File: config.mk
export PLATFORM = sky130hd
export DESIGN_NAME = flash_host_ctrl
export DESIGN_NICKNAME = d
export VERILOG_FILES = /design/src/pkg/flash_host_pkg.sv /design/src/pkg/flash_cycle_if.sv /design/src/core/flash_cycle_engine.sv /design/src/core/flash_host_ctrl.sv
export SDC_FILE = /design/constraint.sdc
export NUM_CORES = 1
export LEC_CHECK = 0
export ABC_AREA = 1
export BUFFER_PORTS_ARGS = -buffer_cell sky130_fd_sc_hd__buf_2
export CORE_UTILIZATION = 35
export CTS_CLUSTER_DIAMETER = 50
export DETAILED_ROUTE_END_ITERATION = 8
export PLACE_DENSITY_LB_ADDON = 0.3
export SETUP_SLACK_MARGIN = 0.5
export SLEW_MARGIN = 20
export SYNTH_ARGS = -nofsm -noshare
export SYNTH_HDL_FRONTEND = slang
export SYNTH_HIERARCHICAL = 1
export SYNTH_SLANG_ARGS = --single-unit
File: constraint.sdc
create_clock -name clock_in -period 2 [get_ports clock_in]
set_input_delay 0.3 -clock clock_in [delete_from_list [all_inputs] [get_ports clock_in]]
set_output_delay 0.3 -clock clock_in [all_outputs]
set_load 0.05 [all_outputs]
File: src/pkg/flash_host_pkg.sv
// Package for the boot-block flash host controller: command codes, identify
// offsets, bus timing counts and the host command enumeration.
// Assumes a 10 MHz system clock and an asynchronous parallel flash bus.
package flash_host_pkg;
  // ****************************************
  // Command codes
  // ****************************************
  localparam logic [7:0] CMD_READ_ARRAY   = 8'hff;
  localparam logic [7:0] CMD_IDENTIFY     = 8'h90;
  localparam logic [7:0] CMD_READ_STATUS  = 8'h70;
  localparam logic [7:0] CMD_CLEAR_STATUS = 8'h50;
  localparam logic [7:0] CMD_ERASE_SETUP  = 8'h20;
  localparam logic [7:0] CMD_CONFIRM      = 8'hd0;
  localparam logic [7:0] CMD_SUSPEND      = 8'hb0;
  localparam logic [7:0] CMD_PROG_SETUP   = 8'h40;
  localparam logic [7:0] CMD_ALT_PROG     = 8'h10;
  // ****************************************
  // Identify locations and status
  // ****************************************
  localparam logic [7:0] ID_MAKER_LOC     = 8'h00;
  localparam logic [7:0] ID_DEVICE_LOC    = 8'h01;
  localparam int         READY_BIT        = 7;
  // ****************************************
  // Bus timing
  // ****************************************
  localparam int         CLOCK_HZ         = 10_000_000;
  localparam int         STROBE_NS        = 100;
  localparam int         STROBE_CYCLES    = (STROBE_NS * (CLOCK_HZ / 1_000_000) + 999) / 1000;
  localparam int         POLL_LIMIT       = 4000;
  // ****************************************
  // Host operations
  // ****************************************
  typedef enum logic [3:0] {
    OP_READ, OP_READ_ARRAY, OP_IDENTIFY, OP_STATUS, OP_CLEAR,
    OP_ERASE, OP_SUSPEND, OP_RESUME, OP_PROGRAM, OP_ALT_PROGRAM
  } host_op_e;
endpackage
File: src/pkg/flash_cycle_if.sv
// Interface between the sequencer and the bus cycle engine.
// Assumes both ends share clock_in.
`timescale 1ns/1ps
interface flash_cycle_if #(parameter int AW = 20, parameter int DW = 16);
  logic          start;
  logic          is_write;
  logic [AW-1:0] addr;
  logic [DW-1:0] wdata;
  logic          busy;
  logic          done;
  logic [DW-1:0] rdata;
  modport seq (output start, is_write, addr, wdata, input busy, done, rdata);
  modport eng (input start, is_write, addr, wdata, output busy, done, rdata);
endinterface

File: src/core/flash_cycle_engine.sv
// Single bus cycle engine: one write strobe or one read strobe per start.
// Assumes flash inputs are synchronous to clock_in.
`timescale 1ns/1ps
module flash_cycle_engine
  import flash_host_pkg::*;
#(parameter int AW = 20, parameter int DW = 16) (
  input  wire logic          clock_in,
  input  wire logic          arst_n_in,
  flash_cycle_if.eng         cyc,
  output logic               ce_n_out,
  output logic               we_n_out,
  output logic               oe_n_out,
  output logic [AW-1:0]      addr_out,
  output logic [DW-1:0]      dq_out,
  output logic               dq_oe_out,
  input  wire logic [DW-1:0] dq_in
);
  import flash_host_pkg::*;
  localparam logic [7:0] STROBE_LAST = 8'(STROBE_CYCLES - 1);
  typedef enum logic [1:0] {E_IDLE, E_STROBE, E_RISE} eng_state_e;
  eng_state_e state;
  logic [7:0] count;
  logic       wr;
  // Strobe counter is eight bits wide
  if (STROBE_CYCLES < 1 || STROBE_CYCLES > 256) begin : g_bad_strobe
    $error("flash_cycle_engine: strobe length out of range");
  end

  // ****************************************
  // Strobe sequencing
  // ****************************************
  // Address and data are driven on the same edge as the falling strobe; rising write edge latches
  always_ff @(posedge clock_in or negedge arst_n_in) begin
    if (!arst_n_in) begin
      state <= E_IDLE;
      count <= 8'h00;
      wr <= 1'b0;
      ce_n_out <= 1'b1;
      we_n_out <= 1'b1;
      oe_n_out <= 1'b1;
      addr_out <= '0;
      dq_out <= '0;
      dq_oe_out <= 1'b0;
      cyc.rdata <= '0;
      cyc.done <= 1'b0;
    end else begin
      cyc.done <= 1'b0;
      case (state)
        E_IDLE: begin
          if (cyc.start) begin
            wr <= cyc.is_write;
            addr_out <= cyc.addr;
            dq_out <= cyc.wdata;
            dq_oe_out <= cyc.is_write;
            ce_n_out <= 1'b0;
            we_n_out <= !cyc.is_write;
            oe_n_out <= cyc.is_write;
            count <= 8'h00;
            state <= E_STROBE;
          end
        end
        E_STROBE: begin
          if (count == STROBE_LAST) begin
            if (!wr) cyc.rdata <= dq_in;
            we_n_out <= 1'b1; // RQ19
            oe_n_out <= 1'b1;
            state <= E_RISE;
          end else begin
            count <= count + 8'h01;
          end
        end
        E_RISE: begin
          ce_n_out <= 1'b1;
          dq_oe_out <= 1'b0;
          cyc.done <= 1'b1;
          state <= E_IDLE;
        end
        default: state <= E_IDLE;
      endcase
    end
  end
  assign cyc.busy = (state != E_IDLE);

  AST_WE_RISE_UNDER_CE: assert property (@(posedge clock_in) disable iff (!arst_n_in)
    $rose(we_n_out) |-> !ce_n_out) else $error("write strobe rose without chip enable"); // RQ19
  AST_DONE_AFTER_START: assert property (@(posedge clock_in) disable iff (!arst_n_in)
    (cyc.start && state == E_IDLE) |-> ##[2:300] cyc.done) else $error("cycle never finished");
endmodule // flash_cycle_engine

File: src/core/flash_host_ctrl.sv
// Host controller for a boot-block flash: turns operation requests into
// command write/read cycle sequences, polls status, drives protect pins.
// Assumes one requester, flash bus pins synchronous to clock_in.
// Contract
// RQ1: FFh write returns array read mode
// RQ2: 90h write enters identify mode
// RQ3: Identify read 00h maker, 01h device
// RQ4: 70h write makes next read status
// RQ5: 50h write clears status
// RQ6: Erase is 20h then D0h at block
// RQ7: B0h suspends erase, D0h resumes
// RQ8: Program is 40h then location, value
// RQ9: 10h is alternate program setup
// RQ10: Device verifies and pre-zeroes itself
// RQ11: Boot block locked without unlock
// RQ12: Boot block reads like any other
// RQ13: Super-voltage unlocks boot block
// RQ14: Other blocks need no super-voltage
// RQ15: Protect pin low refuses boot changes
// RQ16: Protect pin high unlocks boot block
// RQ17: Reset pin low clears device state
// RQ18: Status readable during any operation
// RQ19: Writes latch on rising strobe, chip enabled
// RQ20: Poll done before next program/erase
`timescale 1ns/1ps
module flash_host_ctrl
  import flash_host_pkg::*;
#(parameter int AW = 20, parameter int DW = 16) (
  input  wire logic                  clock_in,
  input  wire logic                  arst_n_in,
  input  wire logic                  req_valid_in,
  output logic                       req_ready_out,
  input  wire flash_host_pkg::host_op_e req_op_in,
  input  wire logic [AW-1:0]         req_addr_in,
  input  wire logic [DW-1:0]         req_data_in,
  input  wire logic                  boot_unlock_in,
  input  wire logic                  super_voltage_in,
  input  wire logic                  flash_reset_in,
  output logic                       resp_valid_out,
  output logic [DW-1:0]              resp_data_out,
  output logic                       resp_timeout_out,
  output logic                       ce_n_out,
  output logic                       we_n_out,
  output logic                       oe_n_out,
  output logic [AW-1:0]              addr_out,
  output logic [DW-1:0]              dq_out,
  output logic                       dq_oe_out,
  input  wire logic [DW-1:0]         dq_in,
  output logic                       write_protect_n_out,
  output logic                       reset_powerdown_pin_n_out,
  output logic                       high_voltage_req_out
);
  import flash_host_pkg::*;
  // Ready bit and identify offsets need at least a byte of bus
  if (DW < 8 || AW < 8) begin : g_bad_width
    $error("flash_host_ctrl: AW and DW must be at least 8");
  end
  localparam logic [DW-1:0] POLL_MAX = DW'(POLL_LIMIT);

  typedef enum logic [2:0] {S_IDLE, S_CMD, S_SECOND, S_READ, S_POLL, S_RESP} seq_state_e;
  seq_state_e state;
  host_op_e   op;
  logic [AW-1:0] addr;
  logic [DW-1:0] data;
  logic [DW-1:0] polls;
  logic          timeout;
  flash_cycle_if #(.AW(AW), .DW(DW)) cyc ();

  // ****************************************
  // Cycle engine
  // ****************************************
  flash_cycle_engine #(.AW(AW), .DW(DW)) u_engine (
    .clock_in  (clock_in),
    .arst_n_in (arst_n_in),
    .cyc       (cyc),
    .ce_n_out  (ce_n_out),
    .we_n_out  (we_n_out),
    .oe_n_out  (oe_n_out),
    .addr_out  (addr_out),
    .dq_out    (dq_out),
    .dq_oe_out (dq_oe_out),
    .dq_in     (dq_in)
  );

  // ****************************************
  // Protect and reset pins
  // ****************************************
  // Pins follow host levels; reset asserts on request and while arst_n_in is low
  always_ff @(posedge clock_in or negedge arst_n_in) begin
    if (!arst_n_in) begin
      write_protect_n_out <= 1'b0;
      reset_powerdown_pin_n_out <= 1'b0;
      high_voltage_req_out <= 1'b0;
    end else begin
      write_protect_n_out <= boot_unlock_in; // RQ16
      reset_powerdown_pin_n_out <= !flash_reset_in; // RQ17
      high_voltage_req_out <= super_voltage_in && !flash_reset_in; // RQ13
    end
  end

  // ****************************************
  // Command word selection
  // ****************************************
  // First write of each operation except OP_READ, which has no write, carries its command code
  function automatic logic [7:0] first_code(input host_op_e o);
    case (o)
      OP_READ_ARRAY:  first_code = CMD_READ_ARRAY;   // RQ1
      OP_IDENTIFY:    first_code = CMD_IDENTIFY;     // RQ2
      OP_STATUS:      first_code = CMD_READ_STATUS;  // RQ4
      OP_CLEAR:       first_code = CMD_CLEAR_STATUS; // RQ5
      OP_ERASE:       first_code = CMD_ERASE_SETUP;  // RQ6
      OP_SUSPEND:     first_code = CMD_SUSPEND;      // RQ7
      OP_RESUME:      first_code = CMD_CONFIRM;      // RQ7
      OP_PROGRAM:     first_code = CMD_PROG_SETUP;   // RQ8
      OP_ALT_PROGRAM: first_code = CMD_ALT_PROG;     // RQ9
      default:        first_code = CMD_READ_ARRAY;
    endcase
  endfunction

  // Engine request, combinational from sequencer state
  always_comb begin
    cyc.start = 1'b0;
    cyc.is_write = 1'b1;
    cyc.addr = addr;
    cyc.wdata = '0;
    if (!cyc.busy && !cyc.done) begin
      case (state)
        S_CMD: begin
          cyc.start = 1'b1;
          cyc.wdata = DW'(first_code(op));
        end
        S_SECOND: begin
          cyc.start = 1'b1;
          cyc.wdata = (op == OP_ERASE) ? DW'(CMD_CONFIRM) : data; // RQ6 RQ8
        end
        S_READ, S_POLL: begin
          cyc.start = 1'b1;
          cyc.is_write = 1'b0; // RQ18
        end
        default: cyc.start = 1'b0;
      endcase
    end
  end

  // ****************************************
  // Operation sequencer
  // ****************************************
  // Program and erase poll until ready, or stop with a timeout on the unready poll that finds polls already at POLL_LIMIT
  always_ff @(posedge clock_in or negedge arst_n_in) begin
    if (!arst_n_in) begin
      state <= S_IDLE;
      op <= OP_READ;
      addr <= '0;
      data <= '0;
      polls <= '0;
      timeout <= 1'b0;
      resp_data_out <= '0;
    end else begin
      case (state)
        S_IDLE: begin
          if (req_valid_in && !flash_reset_in) begin
            op <= req_op_in;
            addr <= req_addr_in;
            data <= req_data_in;
            polls <= '0;
            timeout <= 1'b0;
            state <= (req_op_in == OP_READ) ? S_READ : S_CMD;
          end
        end
        S_CMD: begin
          if (cyc.done) begin
            case (op)
              OP_ERASE, OP_PROGRAM, OP_ALT_PROGRAM: state <= S_SECOND;
              OP_STATUS, OP_IDENTIFY: state <= S_READ; // RQ3 RQ4
              default: state <= S_RESP;
            endcase
          end
        end
        S_SECOND: begin
          if (cyc.done) state <= S_POLL; // RQ20
        end
        S_READ: begin
          if (cyc.done) begin
            resp_data_out <= cyc.rdata; // RQ12
            state <= S_RESP;
          end
        end
        S_POLL: begin
          if (cyc.done) begin
            resp_data_out <= cyc.rdata;
            polls <= polls + 1'b1;
            if (cyc.rdata[READY_BIT]) begin
              state <= S_RESP; // RQ20
            end else if (polls == POLL_MAX) begin
              timeout <= 1'b1;
              state <= S_RESP;
            end
          end
        end
        S_RESP: state <= S_IDLE;
        default: state <= S_IDLE;
      endcase
    end
  end

  assign req_ready_out = (state == S_IDLE) && !flash_reset_in;
  assign resp_valid_out = (state == S_RESP);
  assign resp_timeout_out = (state == S_RESP) && timeout;

  // ****************************************
  // Checks
  // ****************************************
  AST_ERASE_CONFIRM: assert property (@(posedge clock_in) disable iff (!arst_n_in)
    (cyc.start && state == S_SECOND && op == OP_ERASE) |-> cyc.wdata == DW'(8'hd0))
    else $error("erase confirm code wrong"); // RQ6
  AST_PROGRAM_DATA: assert property (@(posedge clock_in) disable iff (!arst_n_in)
    (cyc.start && state == S_SECOND && op == OP_PROGRAM) |-> cyc.wdata == data)
    else $error("program value not sent"); // RQ8
  AST_ALT_CODE: assert property (@(posedge clock_in) disable iff (!arst_n_in)
    (cyc.start && state == S_CMD && op == OP_ALT_PROGRAM) |-> cyc.wdata == DW'(8'h10))
    else $error("alternate setup code wrong"); // RQ9
  AST_ARRAY_CODE: assert property (@(posedge clock_in) disable iff (!arst_n_in)
    (cyc.start && state == S_CMD && op == OP_READ_ARRAY) |-> cyc.wdata == DW'(8'hff))
    else $error("read array code wrong"); // RQ1
  AST_IDENT_READS: assert property (@(posedge clock_in) disable iff (!arst_n_in)
    (state == S_CMD && op == OP_IDENTIFY && cyc.done) |=> state == S_READ)
    else $error("identify not followed by read"); // RQ2
  AST_STATUS_READ: assert property (@(posedge clock_in) disable iff (!arst_n_in)
    (state == S_CMD && op == OP_STATUS && cyc.done) |=> state == S_READ)
    else $error("status command not followed by read"); // RQ4
  AST_CLEAR_CODE: assert property (@(posedge clock_in) disable iff (!arst_n_in)
    (cyc.start && state == S_CMD && op == OP_CLEAR) |-> cyc.wdata == DW'(8'h50))
    else $error("clear status code wrong"); // RQ5
  AST_POLL_AFTER_WRITE: assert property (@(posedge clock_in) disable iff (!arst_n_in)
    (state == S_SECOND && cyc.done) |=> state == S_POLL)
    else $error("second write not followed by polling"); // RQ20
  AST_UNLOCK_PIN: assert property (@(posedge clock_in) disable iff (!arst_n_in)
    1'b1 |=> write_protect_n_out == $past(boot_unlock_in))
    else $error("protect pin does not follow unlock request"); // RQ16
  AST_RESET_PIN: assert property (@(posedge clock_in) disable iff (!arst_n_in)
    flash_reset_in |=> (!reset_powerdown_pin_n_out && !high_voltage_req_out))
    else $error("reset pin not driven low"); // RQ17
  COV_ERASE: cover property (@(posedge clock_in) disable iff (!arst_n_in)
    state == S_POLL && op == OP_ERASE ##[1:1000] resp_valid_out);
  COV_PROGRAM: cover property (@(posedge clock_in) disable iff (!arst_n_in)
    state == S_POLL && op == OP_PROGRAM ##[1:1000] resp_valid_out);
  COV_IDENTIFY: cover property (@(posedge clock_in) disable iff (!arst_n_in)
    state == S_READ && op == OP_IDENTIFY ##[1:100] resp_valid_out);
endmodule // flash_host_ctrl

==> results.yml <==
outcome:
  status: "finished clean"
place:
  dp_slack_ns: 0.2526
  dp.cells: 1247
  gp_congestion: 0.8393
  post-dp-hpwl_um: 11560
  io_buffers: 123
timing:
  finalCritPeriodShare_pct: 88.60
  slew_headroom_pct: 67.55
  rsz0062_at_grt: "yes"
  setup_viol: 0
  finalClockSkew_ns: 0.008645
  hold_viol_final: 0
  finalSetupTns_ns: 0
  fmax_mhz: 564.4
  setup_slack_ns: 0.2281
  max_slew.worst_pin.slew_ns: 0.4868
  fin_crit_ns: 1.772
  final.hold.worst_slack_ns: 0.06125
  final_max_slew_viol_count: 0
global_routing:
  grt_pass1_vias: 5905
  grt_usage_pct: 19.11
  grt_overflow: 0
  grt_pass1_wl_um: 29920
  antenna_found_initial: 1
  grt_max_degree: 52
min_path:
  holdCritStartpoint: "req_data_in[1]"
  holdPathStages: 3
  hp-class: "input port to register"
  whs_endpoint: "data[1]"
synth:
  synth_top_area_share_pct: 52.07
  async_flop_share_pct: 100.0
  ys_seq_elements: 147
  ys_top_cells_by_area: "dfrtp_1, nand2_1, nand3_1"
  synth_flop_cell: "dfrtp_1"
  netlist_area_um2: 6920
  yosysUniqueCellTypes: 32
  synth_edf_count: 0
  yosysSeqAreaShare_pct: 53.21
  synth_warnings: 6
  synthTopCellsByCount: "nand2_1, dfrtp_1, nor2_1"
  syn-num-nets: 947
  synth_cells: 874
  synth_area_per_cell_um2: 7.918
  synth_most_common_cell: "nand2_1"
  yosys.area.top_type: "dfrtp_1"
worst_setup_path:
  cp.arrival_ns: 1.47
  worstSetupPathType: "register to primary output"
  reg2reg_from: "u_engine/state[0]"
  end_kind: "primary output"
  reg2reg_setup_slack_ns: 0.29
  startpoint_type: "register"
  r2r-end: "u_engine/dq_out[1]"
  critPathRequiredTime_ns: 1.70
  crit_start: "state[1]"
  critPathMaxFanout: 4
  reg2reg_depth: 12
finish:
  fill_cells: 1861
  nets: 1130
  final_core_util_pct: 51.17
  syn_to_final_growth_pct: 43.45
  drive_gt1_share_pct: 35.61
  finalNonFillerCells: 1336
clocking:
  clock_latency_ns: 0.43
  cts_sinks: 147
  cts_tree: "yes"
  root_buffer: "clkbuf_16"
  clock_path_buffers: 2
  clk_pin_slew_ns: 0.07
  htreeDepth: 4
  cts_buffers: 17
die:
  placementRows: 51
  die_h_um: 142.6
  core_area_um2: 19400
  start_util_pct: 35.67
  die_area_um2: 20340
  dieWidth_um: 142.6
  io_pins: 124
detailed_routing:
  ant_nets: 0
  vias: 6287
  dr_wl_met2_um: 9412
  drtIter0Drc: 413
  drc: 0
  highest_layer: "met4"
  wl_met1_um: 8674
  routed_wl_um: 19280
  post_drt_wl_per_cell_um: 14.43
  first_pass_iters: 5
  met3_wirelength_um: 1002
  viasPerCell: 4.706
power:
  power_leakage_nw: 5.300
  power.density_nw_per_um2: 1765
  ir_worst_vdd_v: 0.001064
job:
  drv_cap: 0
-- metrics by stage --
step	instance area (µm²)	power [W]
detailed placement	7871	0.01073
global route	9925	0.01853
finish	9927	0.01752
global placement	7871	0.01065
CTS	9244	0.01620
floorplan	6982	0.009277
-- where the power goes --
part | total, W | switching (W) | internal, W
Sequential | 0.00490 | 0.000795 | 0.00411
Combinational | 0.00917 | 0.00560 | 0.00358
Clock | 0.00344 | 0.00133 | 0.00211
-- worst max-delay path by stage --
stage                    endpoint  slack [ns]  cells past startpoint
2_1_floorplan    resp_timeout_out        0.47                      3
3_3_place_gp   u_engine/dq_out[1]        0.28                     10
3_5_place_dp          u_engine/wr        0.25                     10
4_1_cts             req_ready_out        0.24                      4
5_1_grt        u_engine/dq_out[4]        0.18                     12
6_report            req_ready_out        0.23                      4
-- repair_timing --
action | in CTS | in global routing
setup buffers | 25 | 15
hold buffers | 2 | 0
endpoints found under the setup margin | 106 | 133
pin swaps | 24 | 46
gates cloned | 7 | 7
endpoints found under the hold margin | 48 | 0
resized for setup | 96 | 122
-- area by class of cell --
cell class	count	area, µm²	area share, %
Clock inverter	14	201.4	2.029
Tap cell	265	331.6	3.340
Timing Repair Buffer	193	1617	16.28
Sequential cell	147	3689	37.16
Multi-Input combinational cell	635	3403	34.28
Clock buffer	18	429.2	4.323
Antenna cell	1	2.502	0.02521
Inverter	63	254.0	2.559
-- cell families (layout without fill, tap and decap cells) --
group | Yosys count | count (layout) | synth area share, %
flip-flops | 147 | 147 | 53.21
XOR/XNOR | 2 | 2 | 0.2532
AND/OR/NAND/NOR | 584 | 587 | 35.60
AO/OA/AOI/OAI | 35 | 35 | 2.676
buffers and inverters | 95 | 288 | 6.274
adder cells (fa/ha/maj) | 11 | 11 | 1.989
other | 0 | 1 | 0
-- worst max-delay path, cell delays in order, from the launching register on --
cell and delay (ns):
dfrtp_2 0.45, nor2_4 0.18, nand2_4 0.10, nor2_4 0.15
buf_8 0.16
-- per-layer routing --
metal	up-vias	GRT usage, %
met3	22	4.326
met2	166	31.22
met5	-	0
met4	0	6.338
li1	3111	-
met1	2988	25.01
-- state kept, by name, summed over array words and instances, names as in the netlist --
register,flops
u_engine/ce_n_out,1
u_engine/count,8
u_engine/addr_out,20
u_engine/dq_out,16
u_engine/cyc.rdata,16
state,3
addr,20
data,16
u_engine/cyc.done,1
op,4
u_engine/oe_n_out,1
u_engine/we_n_out,1
u_engine/dq_oe_out,1
resp_data_out,16
u_engine/wr,1
high_voltage_req_out,1
reset_powerdown_pin_n_out,1
polls,16
write_protect_n_out,1
timeout,1
u_engine/state,2
-- cells in the final DEF (no fill, tap or decap), types with 21 or more instances in the layout --
cell	count
nor2_1	48
dfrtp_1	139
inv_1	49
nand2_1	331
nand2_4	24
nand3_1	42
clkbuf_16	21
buf_4	31
nand2_2	64
nand4_1	29
buf_2	116
Power figures use the tool's default switching activity.
